**src/hdl/stat_pkg.sv**
```systemverilog
package stat_pkg;

	// counter and bus geometry
	localparam int CNT_WIDTH_DEF = 16;
	localparam int DATA_WIDTH    = 32;
	localparam int ADDR_WIDTH    = 8;
	localparam int NUM_COUNTERS  = 4;

	// register byte offsets
	localparam logic [ADDR_WIDTH-1:0] OFS_CARRIER_MISSING = 8'h00;
	localparam logic [ADDR_WIDTH-1:0] OFS_SHORT_FRAME     = 8'h04;
	localparam logic [ADDR_WIDTH-1:0] OFS_BAD_CRC         = 8'h08;
	localparam logic [ADDR_WIDTH-1:0] OFS_RX_ERROR        = 8'h0C;

	// counter slots
	localparam int IDX_CARRIER = 0;
	localparam int IDX_SHORT   = 1;
	localparam int IDX_CRC     = 2;
	localparam int IDX_RXER    = 3;

	// field layout and reset value of each counter register
	localparam int             VALUE_LSB   = 0;
	localparam int             VALUE_MSB   = 15;
	localparam int             RESVD_LSB   = 16;
	localparam int             RESVD_MSB   = 31;
	localparam logic [15:0]    COUNT_RESET = 16'h0000;
	localparam logic [15:0]    RESVD_VALUE = 16'h0000;

	// write and read responses
	localparam logic [1:0] RESP_OKAY   = 2'h0;
	localparam logic [1:0] RESP_SLVERR = 2'h2;

endpackage : stat_pkg

```
**src/hdl/mac_error_stat_counters.sv**
```systemverilog
`timescale 1ns/1ps

module mac_error_stat_counters
	import stat_pkg::*;
#(
	parameter int CNT_WIDTH = CNT_WIDTH_DEF
) (
	// clock and reset
	input  wire logic                  clk,
	input  wire logic                  reset,
	// transmit path events
	input  wire logic                  tx_preamble_active,
	input  wire logic                  carrier_sense,
	input  wire logic                  tx_short_frame_attempt,
	// receive path events
	input  wire logic                  rx_crc_error_frame,
	input  wire logic                  phy_rx_er,
	// mode control from the mac mode register
	input  wire logic                  accept_bad_crc_frames,
	// axi4-lite write address
	input  wire logic [ADDR_WIDTH-1:0] awaddr,
	input  wire logic                  awvalid,
	output logic                       awready,
	// axi4-lite write data
	input  wire logic [DATA_WIDTH-1:0] wdata,
	input  wire logic [3:0]            wstrb,
	input  wire logic                  wvalid,
	output logic                       wready,
	// axi4-lite write response
	output logic      [1:0]            bresp,
	output logic                       bvalid,
	input  wire logic                  bready,
	// axi4-lite read address
	input  wire logic [ADDR_WIDTH-1:0] araddr,
	input  wire logic                  arvalid,
	output logic                       arready,
	// axi4-lite read data
	output logic      [DATA_WIDTH-1:0] rdata,
	output logic      [1:0]            rresp,
	output logic                       rvalid,
	input  wire logic                  rready
);

	localparam logic [CNT_WIDTH-1:0] CNT_MAX = '1;

	// upper half must stay reserved, so the value cannot spill into it
	if (CNT_WIDTH < 1 || CNT_WIDTH > VALUE_MSB + 1) begin : g_bad_width
		$error("CNT_WIDTH must lie between 1 and 16");
	end

	logic [CNT_WIDTH-1:0]    cnt [NUM_COUNTERS];
	logic [NUM_COUNTERS-1:0] ev;
	logic [NUM_COUNTERS-1:0] clr;

	// edge history of level-type event sources
	logic                    carrier_miss;
	logic                    carrier_miss_r;
	logic                    rx_er_r;

	// write channel state
	logic                    aw_held_r;
	logic                    w_held_r;
	logic [ADDR_WIDTH-1:0]   aw_addr_r;
	logic                    bvalid_r;
	logic [1:0]              bresp_r;
	logic                    aw_fire;
	logic                    w_fire;
	logic                    do_write;
	logic [ADDR_WIDTH-1:0]   wr_addr;
	logic [NUM_COUNTERS-1:0] wsel;

	// read channel state
	logic                    rvalid_r;
	logic [DATA_WIDTH-1:0]   rdata_r;
	logic [1:0]              rresp_r;
	logic                    ar_fire;
	logic [NUM_COUNTERS-1:0] rsel;
	logic [DATA_WIDTH-1:0]   rd_word;

	// one-hot select of the counter at a byte address, zero if unmapped
	function automatic logic [NUM_COUNTERS-1:0] reg_select(
		input logic [ADDR_WIDTH-1:0] a
	);
		logic [NUM_COUNTERS-1:0] s;
		s = '0;
		case (a)
			OFS_CARRIER_MISSING: s[IDX_CARRIER] = 1'b1;
			OFS_SHORT_FRAME:     s[IDX_SHORT]   = 1'b1;
			OFS_BAD_CRC:         s[IDX_CRC]     = 1'b1;
			OFS_RX_ERROR:        s[IDX_RXER]    = 1'b1;
			default:             s = '0;
		endcase
		return s;
	endfunction : reg_select

	// ------------------------------------------------------------
	// event qualification
	// ------------------------------------------------------------

	// a carrier dropout that spans several cycles of one preamble counts once
	assign carrier_miss = tx_preamble_active && !carrier_sense;

	always_ff @(posedge clk) begin
		if (reset) begin
			carrier_miss_r <= 1'b0;
		end else begin
			carrier_miss_r <= carrier_miss;
		end
	end

	// the receive-error pin is a level; each new assertion is one event
	always_ff @(posedge clk) begin
		if (reset) begin
			rx_er_r <= 1'b0;
		end else begin
			rx_er_r <= phy_rx_er;
		end
	end

	assign ev[IDX_CARRIER] = carrier_miss && !carrier_miss_r;
	assign ev[IDX_SHORT]   = tx_short_frame_attempt;
	assign ev[IDX_CRC]     = rx_crc_error_frame && !accept_bad_crc_frames;
	assign ev[IDX_RXER]    = phy_rx_er && !rx_er_r;

	// ------------------------------------------------------------
	// the four saturating counters
	// ------------------------------------------------------------

	for (genvar i = 0; i < NUM_COUNTERS; i++) begin : g_cnt
		sat_counter #(
			.WIDTH (CNT_WIDTH)
		) u_cnt (
			.clk   (clk),
			.reset (reset),
			.clear (clr[i]),
			.inc   (ev[i]),
			.count (cnt[i])
		);
	end

	// ------------------------------------------------------------
	// axi4-lite write side
	// ------------------------------------------------------------

	// address and data are taken in either order; no new one while a response waits
	assign awready  = !aw_held_r && !bvalid_r;
	assign wready   = !w_held_r && !bvalid_r;
	assign aw_fire  = awvalid && awready;
	assign w_fire   = wvalid && wready;
	assign do_write = (aw_held_r || aw_fire) && (w_held_r || w_fire);
	assign wr_addr  = aw_held_r ? aw_addr_r : awaddr;
	assign wsel     = reg_select(wr_addr);

	// data and strobes do not matter: any write to a counter empties it
	assign clr = do_write ? wsel : '0;

	always_ff @(posedge clk) begin
		if (reset) begin
			aw_held_r <= 1'b0;
		end else if (do_write) begin
			aw_held_r <= 1'b0;
		end else if (aw_fire) begin
			aw_held_r <= 1'b1;
		end
	end

	always_ff @(posedge clk) begin
		if (reset) begin
			aw_addr_r <= '0;
		end else if (aw_fire) begin
			aw_addr_r <= awaddr;
		end
	end

	always_ff @(posedge clk) begin
		if (reset) begin
			w_held_r <= 1'b0;
		end else if (do_write) begin
			w_held_r <= 1'b0;
		end else if (w_fire) begin
			w_held_r <= 1'b1;
		end
	end

	always_ff @(posedge clk) begin
		if (reset) begin
			bvalid_r <= 1'b0;
			bresp_r  <= RESP_OKAY;
		end else if (do_write) begin
			bvalid_r <= 1'b1;
			bresp_r  <= (|wsel) ? RESP_OKAY : RESP_SLVERR;
		end else if (bready) begin
			bvalid_r <= 1'b0;
		end
	end

	assign bvalid = bvalid_r;
	assign bresp  = bresp_r;

	// ------------------------------------------------------------
	// axi4-lite read side
	// ------------------------------------------------------------

	assign arready = !rvalid_r;
	assign ar_fire = arvalid && arready;
	assign rsel    = reg_select(araddr);

	always_comb begin
		rd_word = '0;
		for (int i = 0; i < NUM_COUNTERS; i++) begin
			if (rsel[i]) begin
				rd_word[CNT_WIDTH-1:0] = cnt[i];
			end
		end
	end

	always_ff @(posedge clk) begin
		if (reset) begin
			rvalid_r <= 1'b0;
		end else if (ar_fire) begin
			rvalid_r <= 1'b1;
		end else if (rready) begin
			rvalid_r <= 1'b0;
		end
	end

	always_ff @(posedge clk) begin
		if (reset) begin
			rdata_r <= '0;
			rresp_r <= RESP_OKAY;
		end else if (ar_fire) begin
			rdata_r <= rd_word;
			rresp_r <= (|rsel) ? RESP_OKAY : RESP_SLVERR;
		end
	end

	assign rvalid = rvalid_r;
	assign rdata  = rdata_r;
	assign rresp  = rresp_r;

	for (genvar i = 0; i < NUM_COUNTERS; i++) begin : g_chk

	end
endmodule : mac_error_stat_counters

```
**src/hdl/sat_counter.sv**
```systemverilog
`timescale 1ns/1ps

module sat_counter
	import stat_pkg::*;
#(
	parameter int WIDTH = CNT_WIDTH_DEF
) (
	// clock and reset
	input  wire logic             clk,
	input  wire logic             reset,
	// control
	input  wire logic             clear,
	input  wire logic             inc,
	// value
	output logic      [WIDTH-1:0] count
);

	localparam logic [WIDTH-1:0] COUNT_MAX = '1;

	always_ff @(posedge clk) begin
		if (reset) begin
			count <= WIDTH'(COUNT_RESET);
		end else if (clear) begin
			count <= WIDTH'(COUNT_RESET);
		end else if (inc && count != COUNT_MAX) begin
			count <= count + 1'b1;
		end
	end

endmodule : sat_counter

```
**config.mk**
```make
export PLATFORM = sky130hd
export DESIGN_NAME = mac_error_stat_counters
export DESIGN_NICKNAME = d
export VERILOG_FILES = /design/src/hdl/stat_pkg.sv /design/src/hdl/mac_error_stat_counters.sv /design/src/hdl/sat_counter.sv
export SDC_FILE = /design/constraint.sdc
export NUM_CORES = 1
export LEC_CHECK = 0
export ABC_CLOCK_PERIOD_IN_PS = 1700
export BUFFER_PORTS_ARGS = -buffer_cell sky130_fd_sc_hd__buf_2
export CAP_MARGIN = 10
export CORE_ASPECT_RATIO = 1.1
export CORE_MARGIN = 2
export CORE_UTILIZATION = 50
export DETAILED_ROUTE_END_ITERATION = 10
export PLACE_DENSITY = 0.77
export SETUP_SLACK_MARGIN = 0.05
export SYNTH_ARGS = -nofsm -noshare
export SYNTH_HDL_FRONTEND = slang
export SYNTH_SLANG_ARGS = --single-unit
```
**constraint.sdc**
```tcl
create_clock -name clk -period 1.7 [get_ports clk]
set_input_delay 0.17 -clock clk [delete_from_list [all_inputs] [get_ports clk]]
set_output_delay 0.17 -clock clk [all_outputs]
set_load 0.1 [all_outputs]
```
==> results of run 1 <==
## per-stage QoR
step           std cells  setup TNS [ns]  power (mW)  hold slack (ns)  setup WS, ns
2_1_floorplan        631          -0.639        2.97            0.246       -0.0638
3_3_place_gp         804           -1.44        3.09            0.360        -0.116
3_5_place_dp         804           -1.88        3.11            0.369        -0.159
4_1_cts              822               0        4.70           0.0251        0.0539
5_1_grt              833         -0.0719        4.86           0.0446       -0.0279
6_report             833               0        4.70           0.0312        0.0359
## kinds of logic (layout without fill, tap and decap cells)
logic type                 Yosys count  count (layout)  synth area share [%]
and+or+nand+nor                    288             289                  28.3
AOI/OAI and AO/OA                   97              97                  11.5
DFF                                 96              96                  38.7
buffers and inverters               59             140                  7.21
xor gates and xnor gates            49              49                  8.65
muxes                               20              20                  4.44
adders and majority gates            4               4                  1.01
other                                1              18                0.0756
## power breakdown
| group | leakage (nW) | switching (mW) | internal (mW) |
|---|---|---|---|
| Sequential | 0.792 | 0.0419 | 2.29 |
| Clock | 0.110 | 0.806 | 0.810 |
| Combinational | 1.43 | 0.550 | 0.199 |
## final cells by class
cell class / instances / area share [%]
multi-input combinational: 477 / 48.4
sequential: 96 / 32.1
timing repair buffer: 112 / 12.7
clock buffer: 13 / 2.76
tap: 120 / 2.45
clock inverter: 3 / 0.776
inverter: 12 / 0.735
## how the worst min path moves through the flow
stage / slack (ns) / start / to
floorplan: 0.25 / carrier_sense / carrier_miss_r
CTS: 0.03 / rready / rvalid
detailed placement: 0.37 / carrier_sense / carrier_miss_r
global placement: 0.36 / carrier_sense / carrier_miss_r
global route: 0.04 / awaddr[6] / aw_addr_r[6]
finish: 0.03 / rready / rvalid
## sequential cells by signal, indices dropped and copies added, names as in the netlist
| signal | cells |
|---|---|
| aw_addr_r | 8 |
| rvalid | 1 |
| carrier_miss_r | 1 |
| rresp | 1 |
| g_cnt.u_cnt.count | 64 |
| aw_held_r | 1 |
| w_held_r | 1 |
| bvalid | 1 |
| bresp | 1 |
| rx_er_r | 1 |
| rdata | 16 |
## synthesized netlist by cell type (all sizes together) (2+ instances only)
cell type	instances	area share [%]
o2111ai	2	0.35
a211oi	2	0.30
o32ai	4	0.71
nand2	64	4.8
buf	32	5.0
xor2	21	3.7
nand2b	8	1.0
nor2	92	7.0
xnor2	28	4.9
dfxtp	96	39
o21ai	21	2.1
inv	12	0.91
nor4	11	1.5
nor2b	4	0.50
nand4b	2	0.35
a21boi	2	0.30
nor3	21	2.1
clkbuf	15	1.3
nor3b	5	0.76
o22ai	17	2.1
and2	6	0.78
or4	6	0.91
or3	4	0.50
ha	4	1.0
nand3	22	2.2
a21oi	38	3.8
a311oi	3	0.53
and3	6	0.76
mux2i	4	0.81
a21o	4	0.61
mux2	16	3.6
nand4	28	3.5
and4	5	0.88
## placed cells by master, fill, tap and decap left out, drive strengths merged, types with 2 or more instances in the layout
cell	instances
buf	111
dfxtp	96
nor2	92
nand2	64
a21oi	38
nand4	28
xnor2	28
nand3	22
xor2	21
nor3	21
o21ai	21
conb	18
o22ai	17
mux2	16
inv	13
clkbuf	13
nor4	11
nand2b	8
or4	7
and3	6
and2	6
and4	5
nor3b	5
nor2b	4
o32ai	4
mux2i	4
a21o	4
or3	4
ha	4
a311oi	3
nand4b	2
o2111ai	2
a21boi	2
a211oi	2
## layer usage
layer | part of all wire (%) | up-vias | wire, um | GRT usage, %
met5 | 0 | - | 0 | 0
met4 | 3.4 | 0 | 445 | 11.7
met3 | 5.3 | 38 | 694 | 2.84
met2 | 51 | 191 | 6620 | 41.0
met1 | 41 | 2236 | 5340 | 29.0
li1 | - | 2313 | - | -
## tightest hold or removal path, stage by stage
cell,delay [ns]
sky130_fd_sc_hd__buf_2,0.07
sky130_fd_sc_hd__nand2b_1,0.08
sky130_fd_sc_hd__a21oi_1,0.05
## repair_timing
item / 4_1_cts / 5_1_grt
resized for setup: 11 / 54
hold endpoints to repair: 1 / 0
pin swaps: 1 / 19
hold buffers: 1 / 0
cloned: 0 / 1
buffers inserted: 1 / 10
setup endpoints to repair: 28 / 52
==> results.txt, run 1 <==
The number of buffers added on ports is 51. The maximum root-to-sink buffer count came out at 2. The post-DP HPWL came out at 9200 um. The critical path in this run is classified as register to register. Summing all multi-input logic gate instances after layout gives 0.00297 mm2. After layout, the minimum clock period comes to 1.66 ns. Counting every sink on the clock net gives 96. The first detailed-routing pass took 7 iterations.

Across the whole layout, storage elements account for 0.00197 mm2. The x dimension of the die was 99.0 um. The number of cells on the worst reg-to-reg path came out at 6. The initial utilization of the core area, before any placement, comes to 50.9%. Area inside the core boundary: 0.00975 mm2. The slowest stage of the critical path belongs to the cell sky130_fd_sc_hd__or4_4. Final weighted congestion of routability-driven global placement: 0.895. The finished layout cell area is 0.00613 mm2.

The number of warning messages in the yosys log is 0. For this block, the routed nets add up to 13100 um of wire. Across every metal layer, demand over resource in global routing totals 23.7%. Dividing the detail-routed via count by the number of cells gives 5.74. The sum of buffers and inverters on the critical path works out to 0. Summing all placed instances gives a cell area of 0.00559 mm2.

The distinct cell type count after synthesis was 49; the post-synthesis register bit count was 96. Counting every instance in the synthesized netlist gives 614. In this run the worst path has a maximum fanout of 3. After clock tree synthesis, the clock-pin slew on the worst setup and hold paths is 0.09 ns. Headroom to the max-slew limit came out at 63.5%. The die area is 0.0107 mm2. The worst voltage drop across the vdd grid came out at 633 uV. The launching instance or port of the critical path is g_cnt[3].u_cnt.count[1].

After synthesis, the share of flip-flops with an asynchronous set or reset is 0%. The first-iteration detailed-routing DRC count is 400, and the ratio of cells with drive above 1 in the final layout is 29.5%. Across the routed clock network, the largest skew measured is 0.00946 ns. Data on the critical path is required at its endpoint by 1.98 ns. The final net count was 777; the number of top-level pins was 106.

In this run the static leakage power is 2.33 nW. Worst flop-to-flop path endpoint: g_cnt[3].u_cnt.count[9]. The signal on the critical path passes through ha_4, nand4_1, or4_4, nand4b_1, xor2_1, nor2_1. The via count is 4778.

Dividing the detail-routed wire length by the instance count gives 15.7 um. The site row count was 38. The tools report the nature of the critical path endpoint as a register. For this run, the share of the core covered by cells in the final layout is 62.9%. Arrival time of data at the critical path endpoint: 1.94 ns. In the synthesized netlist the dominant register cell turns out to be sky130_fd_sc_hd__dfxtp_1.

Setup repair after global routing could not meet its margin everywhere. Clock tree synthesis selected as its root buffer the cell sky130_fd_sc_hd__clkbuf_8. The number of synthesized flops with an enable pin came out at 0. STA classifies the critical path startpoint as a register. Growth of design area from synthesis to finish: 23.5%. Counting instances, the worst hold path has a depth of 3. In this run the number of cells on the critical path is 6. The cell family with the largest share of critical-path delay is simple AND/OR/NAND/NOR gates.

The sequential-to-total area share from yosys stat was 38.7%. The flow ran to the end, and the final reports show no timing, DRC or antenna violations. The power density relative to cell area is 767 mW/mm2, and the insertion delay to the later sink of the worst-skew pair is 0.38 ns. The total overflow left after global routing is 0. The number of antenna diodes in the final layout is 0. Setup slack on the worst reg-to-reg path comes out at 0.04 ns. Counting the buffers created by CTS gives 9. Setup violations remaining at the end of the flow were counted as 0. The run gives 0 as the count of max-cap constraint violations. The delay of the slowest cell on the worst path works out to 0.56 ns. The number of hold violations in the final report is 0. The die is 108 um tall. TritonCTS built the clock tree.

The launch point of the worst reg-to-reg path is g_cnt[3].u_cnt.count[1]. Number of global-route vias before repair: 4454. The detail route stage leaves a number of antenna-violating nets equal to 0. Entering global routing, the biggest net connects 20 pins. In this run the number of H-tree levels came out at 3. Timing would allow up to 0.601 GHz. The initial antenna violation count is 0. The first global-routing pass estimated 20500 um of wire. For the pin with the worst max-slew slack, the measured transition is 0.547 ns.

The tightest min-delay check is of the input port to register type. The filler cells instantiated in the layout total 799. In the finished design, the share of the clock period the worst path needs comes to 97.9%.

The total count of max-transition violations in the final report is 0. Each instance of the synthesized netlist takes up on average 8.08 um2. After detailed routing, the number of remaining DRC violations is 0. In this run the worst setup path terminates at g_cnt[3].u_cnt.count[9]. The mapped netlist covers 0.00496 mm2.
No activity file was read; power rests on OpenSTA's default activity.
==> run 2, diff against run 1 <==
CTS_CLUSTER_DIAMETER = 100   (was unset)
PLACE_DENSITY = 0.87   (was 0.77)
==> run 2 against run 1 <==
Effect of this change: the flow now finishes with violations (setup timing); global-route usage grew 0.38 points; utilization is 0.87 points lower; wire length up 7.8%; register-to-register slack got worse by 0.09 ns; non-clock buffer count is 7 lower; largest cell class unchanged; fmax decreased by 5.1%; first-iteration DRC count rose by 46%.
==> results.txt, run 2 (synthesized netlist as in run 1, its figures left out) <==
The run finished, with violations left. The checks that failed: setup timing. The logs give 27.2% (was 29.0%) for the met1 routing resource usage after global routing and -0.05 ns (was 0.04 ns) for the reg-to-reg setup timing slack. The clock transition time at the flip-flop clock pins of the worst setup and hold paths is 0.10 ns (was 0.09 ns). The deepest level of the CTS H-tree was 3 (unchanged). The met2 usage in global routing was 41.7% (was 41.0%); the via density per instance was 6.06 (was 5.74).

Setup repair after global routing could not meet its margin everywhere. The power density relative to cell area is 771 mW/mm2 (was 767 mW/mm2), and the initial antenna violation count is 0 (unchanged). The maximum clock frequency is 0.571 GHz (was 0.601 GHz), and the area inside the core boundary is 0.00975 mm2 (unchanged). The tools report the cell area reported after detailed placement as 0.00555 mm2 (was 0.00559 mm2). Met3 layer usage reported by global route: 5.62% (was 2.84%). Layer carrying the most global-route usage: met2 (unchanged). The via count is 5003 (was 4778). Total count of max-transition violations in the final report: 0 (unchanged). The x dimension of the die came out at 99.0 um (unchanged).

Cell type of the slowest stage on the worst timing path: sky130_fd_sc_hd__or4_4 (unchanged). For the site row count, the log shows 38 (unchanged). The tools report the final core utilization as 62.0% (was 62.9%). Worst-path cell chain: nand4_1, or4_4, nand4b_1, xor2_1, nor2_1 (was ha_4, nand4_1, or4_4, nand4b_1, xor2_1, nor2_1). The top register by number of flip-flops is g_cnt.u_cnt.count (unchanged). The nature of the critical path endpoint is a register (unchanged). The run gives 0.38 ns (about the same) as the insertion delay to the later sink of the worst-skew pair. The aggregate routed wire length was 14100 um (was 13100 um).

The path category of the worst min-delay check was input port to register (unchanged). The finished layout cell area is 0.00604 mm2 (was 0.00613 mm2). The logs give 62.8% (was 63.5%) for the normalized max-slew margin and 0 (unchanged) for the count of max-cap constraint violations. The tools report the critical path startpoint category as a register (unchanged). The number of search-and-repair iterations in the first detailed-routing pass is 6 (was 7). The flip-flop count of the largest register after layout came out at 64 (unchanged). The ratio of cells with drive above 1 in the final layout is 28.9% (was 29.5%). TritonCTS built the clock tree. The final critical path time including I/O delays and setup is 1.75 ns (was 1.66 ns), and the arrival time of data at the critical path endpoint is 2.03 ns (was 1.94 ns).

The tools report the global-route wire length before repair as 21100 um (was 20500 um). The first-iteration detailed-routing DRC count is 584 (was 400). The tools report the final weighted congestion of routability-driven global placement as 0.987 (was 0.895). The top fanout value on the critical path works out to 5 (was 3). Leakage power: 2.28 nW (was 2.33 nW). The critical path required time was 1.98 ns (about the same); the overall overflow remaining after global route was 0 (unchanged). The worst voltage drop across the vdd grid came out at 821 uV (was 633 uV). For the count of antenna diodes in the layout, the log shows 0 (unchanged). The run gives 0 (unchanged) as the final routed DRC violation total. Die area: 0.0107 mm2 (unchanged). The tools report the maximum root-to-sink buffer count as 2 (unchanged). The number of buffers added on ports is 51 (unchanged), and the power consumption is 4.66 mW (was 4.70 mW). The number of top-level pins is 106 (unchanged). The worst flop-to-flop path endpoint is g_cnt[3].u_cnt.count[9] (unchanged). The worst clock skew on the final layout is 0.0145 ns (was 0.00946 ns). The total routing usage reported by global routing came out at 24.0% (was 23.7%). The delay of the slowest cell on the worst path works out to 0.59 ns (was 0.56 ns).

The post-route non-filler standard cell count is 825 (was 833), and the number of instances in the placed design is 802 (was 804). The run gives 0 (unchanged) as the number of hold violations in the final report. Clock root buffer: sky130_fd_sc_hd__clkbuf_8 (unchanged).

The number of buffers inserted during clock tree synthesis came out at 9 (unchanged). Type of the worst setup path: register to register (unchanged). Launching instance or port of the critical path: g_cnt[3].u_cnt.count[8] (was g_cnt[3].u_cnt.count[1]).

The post-route fraction of the period consumed by the critical path works out to 103% (was 97.9%). The slew at the pin closest to its max-slew limit is 0.556 ns (was 0.547 ns). Highest-count cells in the layout ignoring fill and taps: 84 x sky130_fd_sc_hd__nor2_1, 69 x sky130_fd_sc_hd__dfxtp_1, 63 x sky130_fd_sc_hd__nand2_1, 52 x sky130_fd_sc_hd__buf_2, 43 x sky130_fd_sc_hd__buf_4 (was 86 x sky130_fd_sc_hd__nor2_1, 68 x sky130_fd_sc_hd__dfxtp_1, 64 x sky130_fd_sc_hd__nand2_1, 55 x sky130_fd_sc_hd__buf_4, 51 x sky130_fd_sc_hd__buf_2). The tools report the worst-case setup margin in the final layout as -0.0526 ns (was 0.0359 ns). For the final net count, the log shows 769 (was 777). The starting density of the core is 50.9% (unchanged), and the clock net sink count is 96 (unchanged). The tools report the number of antenna-violating nets in the routed design as 0 (unchanged). The die span in y was 108 um (unchanged). The pin count of the biggest net entering global routing is 20 (unchanged). Launch point of the worst reg-to-reg path: g_cnt[3].u_cnt.count[8] (was g_cnt[3].u_cnt.count[1]).

Most common cell after layout, fill and taps aside: sky130_fd_sc_hd__nor2_1 (unchanged). The number of cells on the worst reg-to-reg path was 5 (was 6). Post-DP HPWL: 9200 um (about the same). The growth of design area from synthesis to finish is 21.8% (was 23.5%). The number of global-route vias before repair came out at 4605 (was 4454). The number of setup violations in the final report was 1 (was 0). The final routed wire length divided by cell count works out to 17.1 um (was 15.7 um). The critical path capture point is g_cnt[3].u_cnt.count[9] (unchanged).
-- run 2: worst min path at each step --
stage | from | to | slack [ns] | depth (start not counted)
2_1_floorplan | carrier_sense | carrier_miss_r | 0.25 | 1
3_3_place_gp | carrier_sense | carrier_miss_r | 0.36 | 2
3_5_place_dp | carrier_sense | carrier_miss_r | 0.38 | 2
4_1_cts | rready | rvalid | 0.02 | 3
5_1_grt | rready | rvalid | 0.04 | 3
6_report | rready | rvalid | 0.02 | 3
-- run 2: cell type report --
| type | instances | area, um2 |
|---|---|---|
| Fill cell | 722 | 3700 |
| Multi-Input combinational cell | 476 | 2960 |
| Sequential cell | 96 | 1970 |
| Timing Repair Buffer | 105 | 721 |
| Tap cell | 120 | 150 |
| Clock buffer | 9 | 124 |
| Clock inverter | 7 | 76.3 |
| Inverter | 12 | 45.0 |
-- run 2: routing by layer --
metal / share of wire [%] / routed length (um)
met1: 36 / 5100
met2: 51 / 7240
met3: 7.1 / 1000
met5: 0 / 0
met4: 5.5 / 774
-- run 2: timing repair --
action                                  4_1_cts  5_1_grt
buffers inserted                              1        4
endpoints found under the setup margin       28       51
pin swaps                                     1       19
hold endpoints to repair                      1        0
hold buffers                                  1        0
gates cloned                                  0        1
resized for setup                             8       64
-- run 2: where the power goes --
part	switching (mW)	total [mW]	internal (mW)
Combinational	0.558	0.761	0.204
Clock	0.862	1.55	0.693
Sequential	0.0487	2.34	2.29
Total	1.47	4.66	3.19
-- run 2: through the flow --
stage	hold slack, ns	setup WS, ns	setup TNS [ns]
after floorplan	0.246	-0.0638	-0.639
after global placement	0.359	-0.120	-1.60
after detailed placement	0.382	-0.157	-1.83
after CTS	0.0222	0.00578	0
after global routing	0.0396	-0.0897	-0.457
final	0.0248	-0.0526	-0.0526
-- run 2: worst max-delay path, delay by kind of cell (launching register included) --
kind          cells  cell delay [ns]
xor+xnor          1             0.22
flops             1             0.36
simple gates      4             1.07
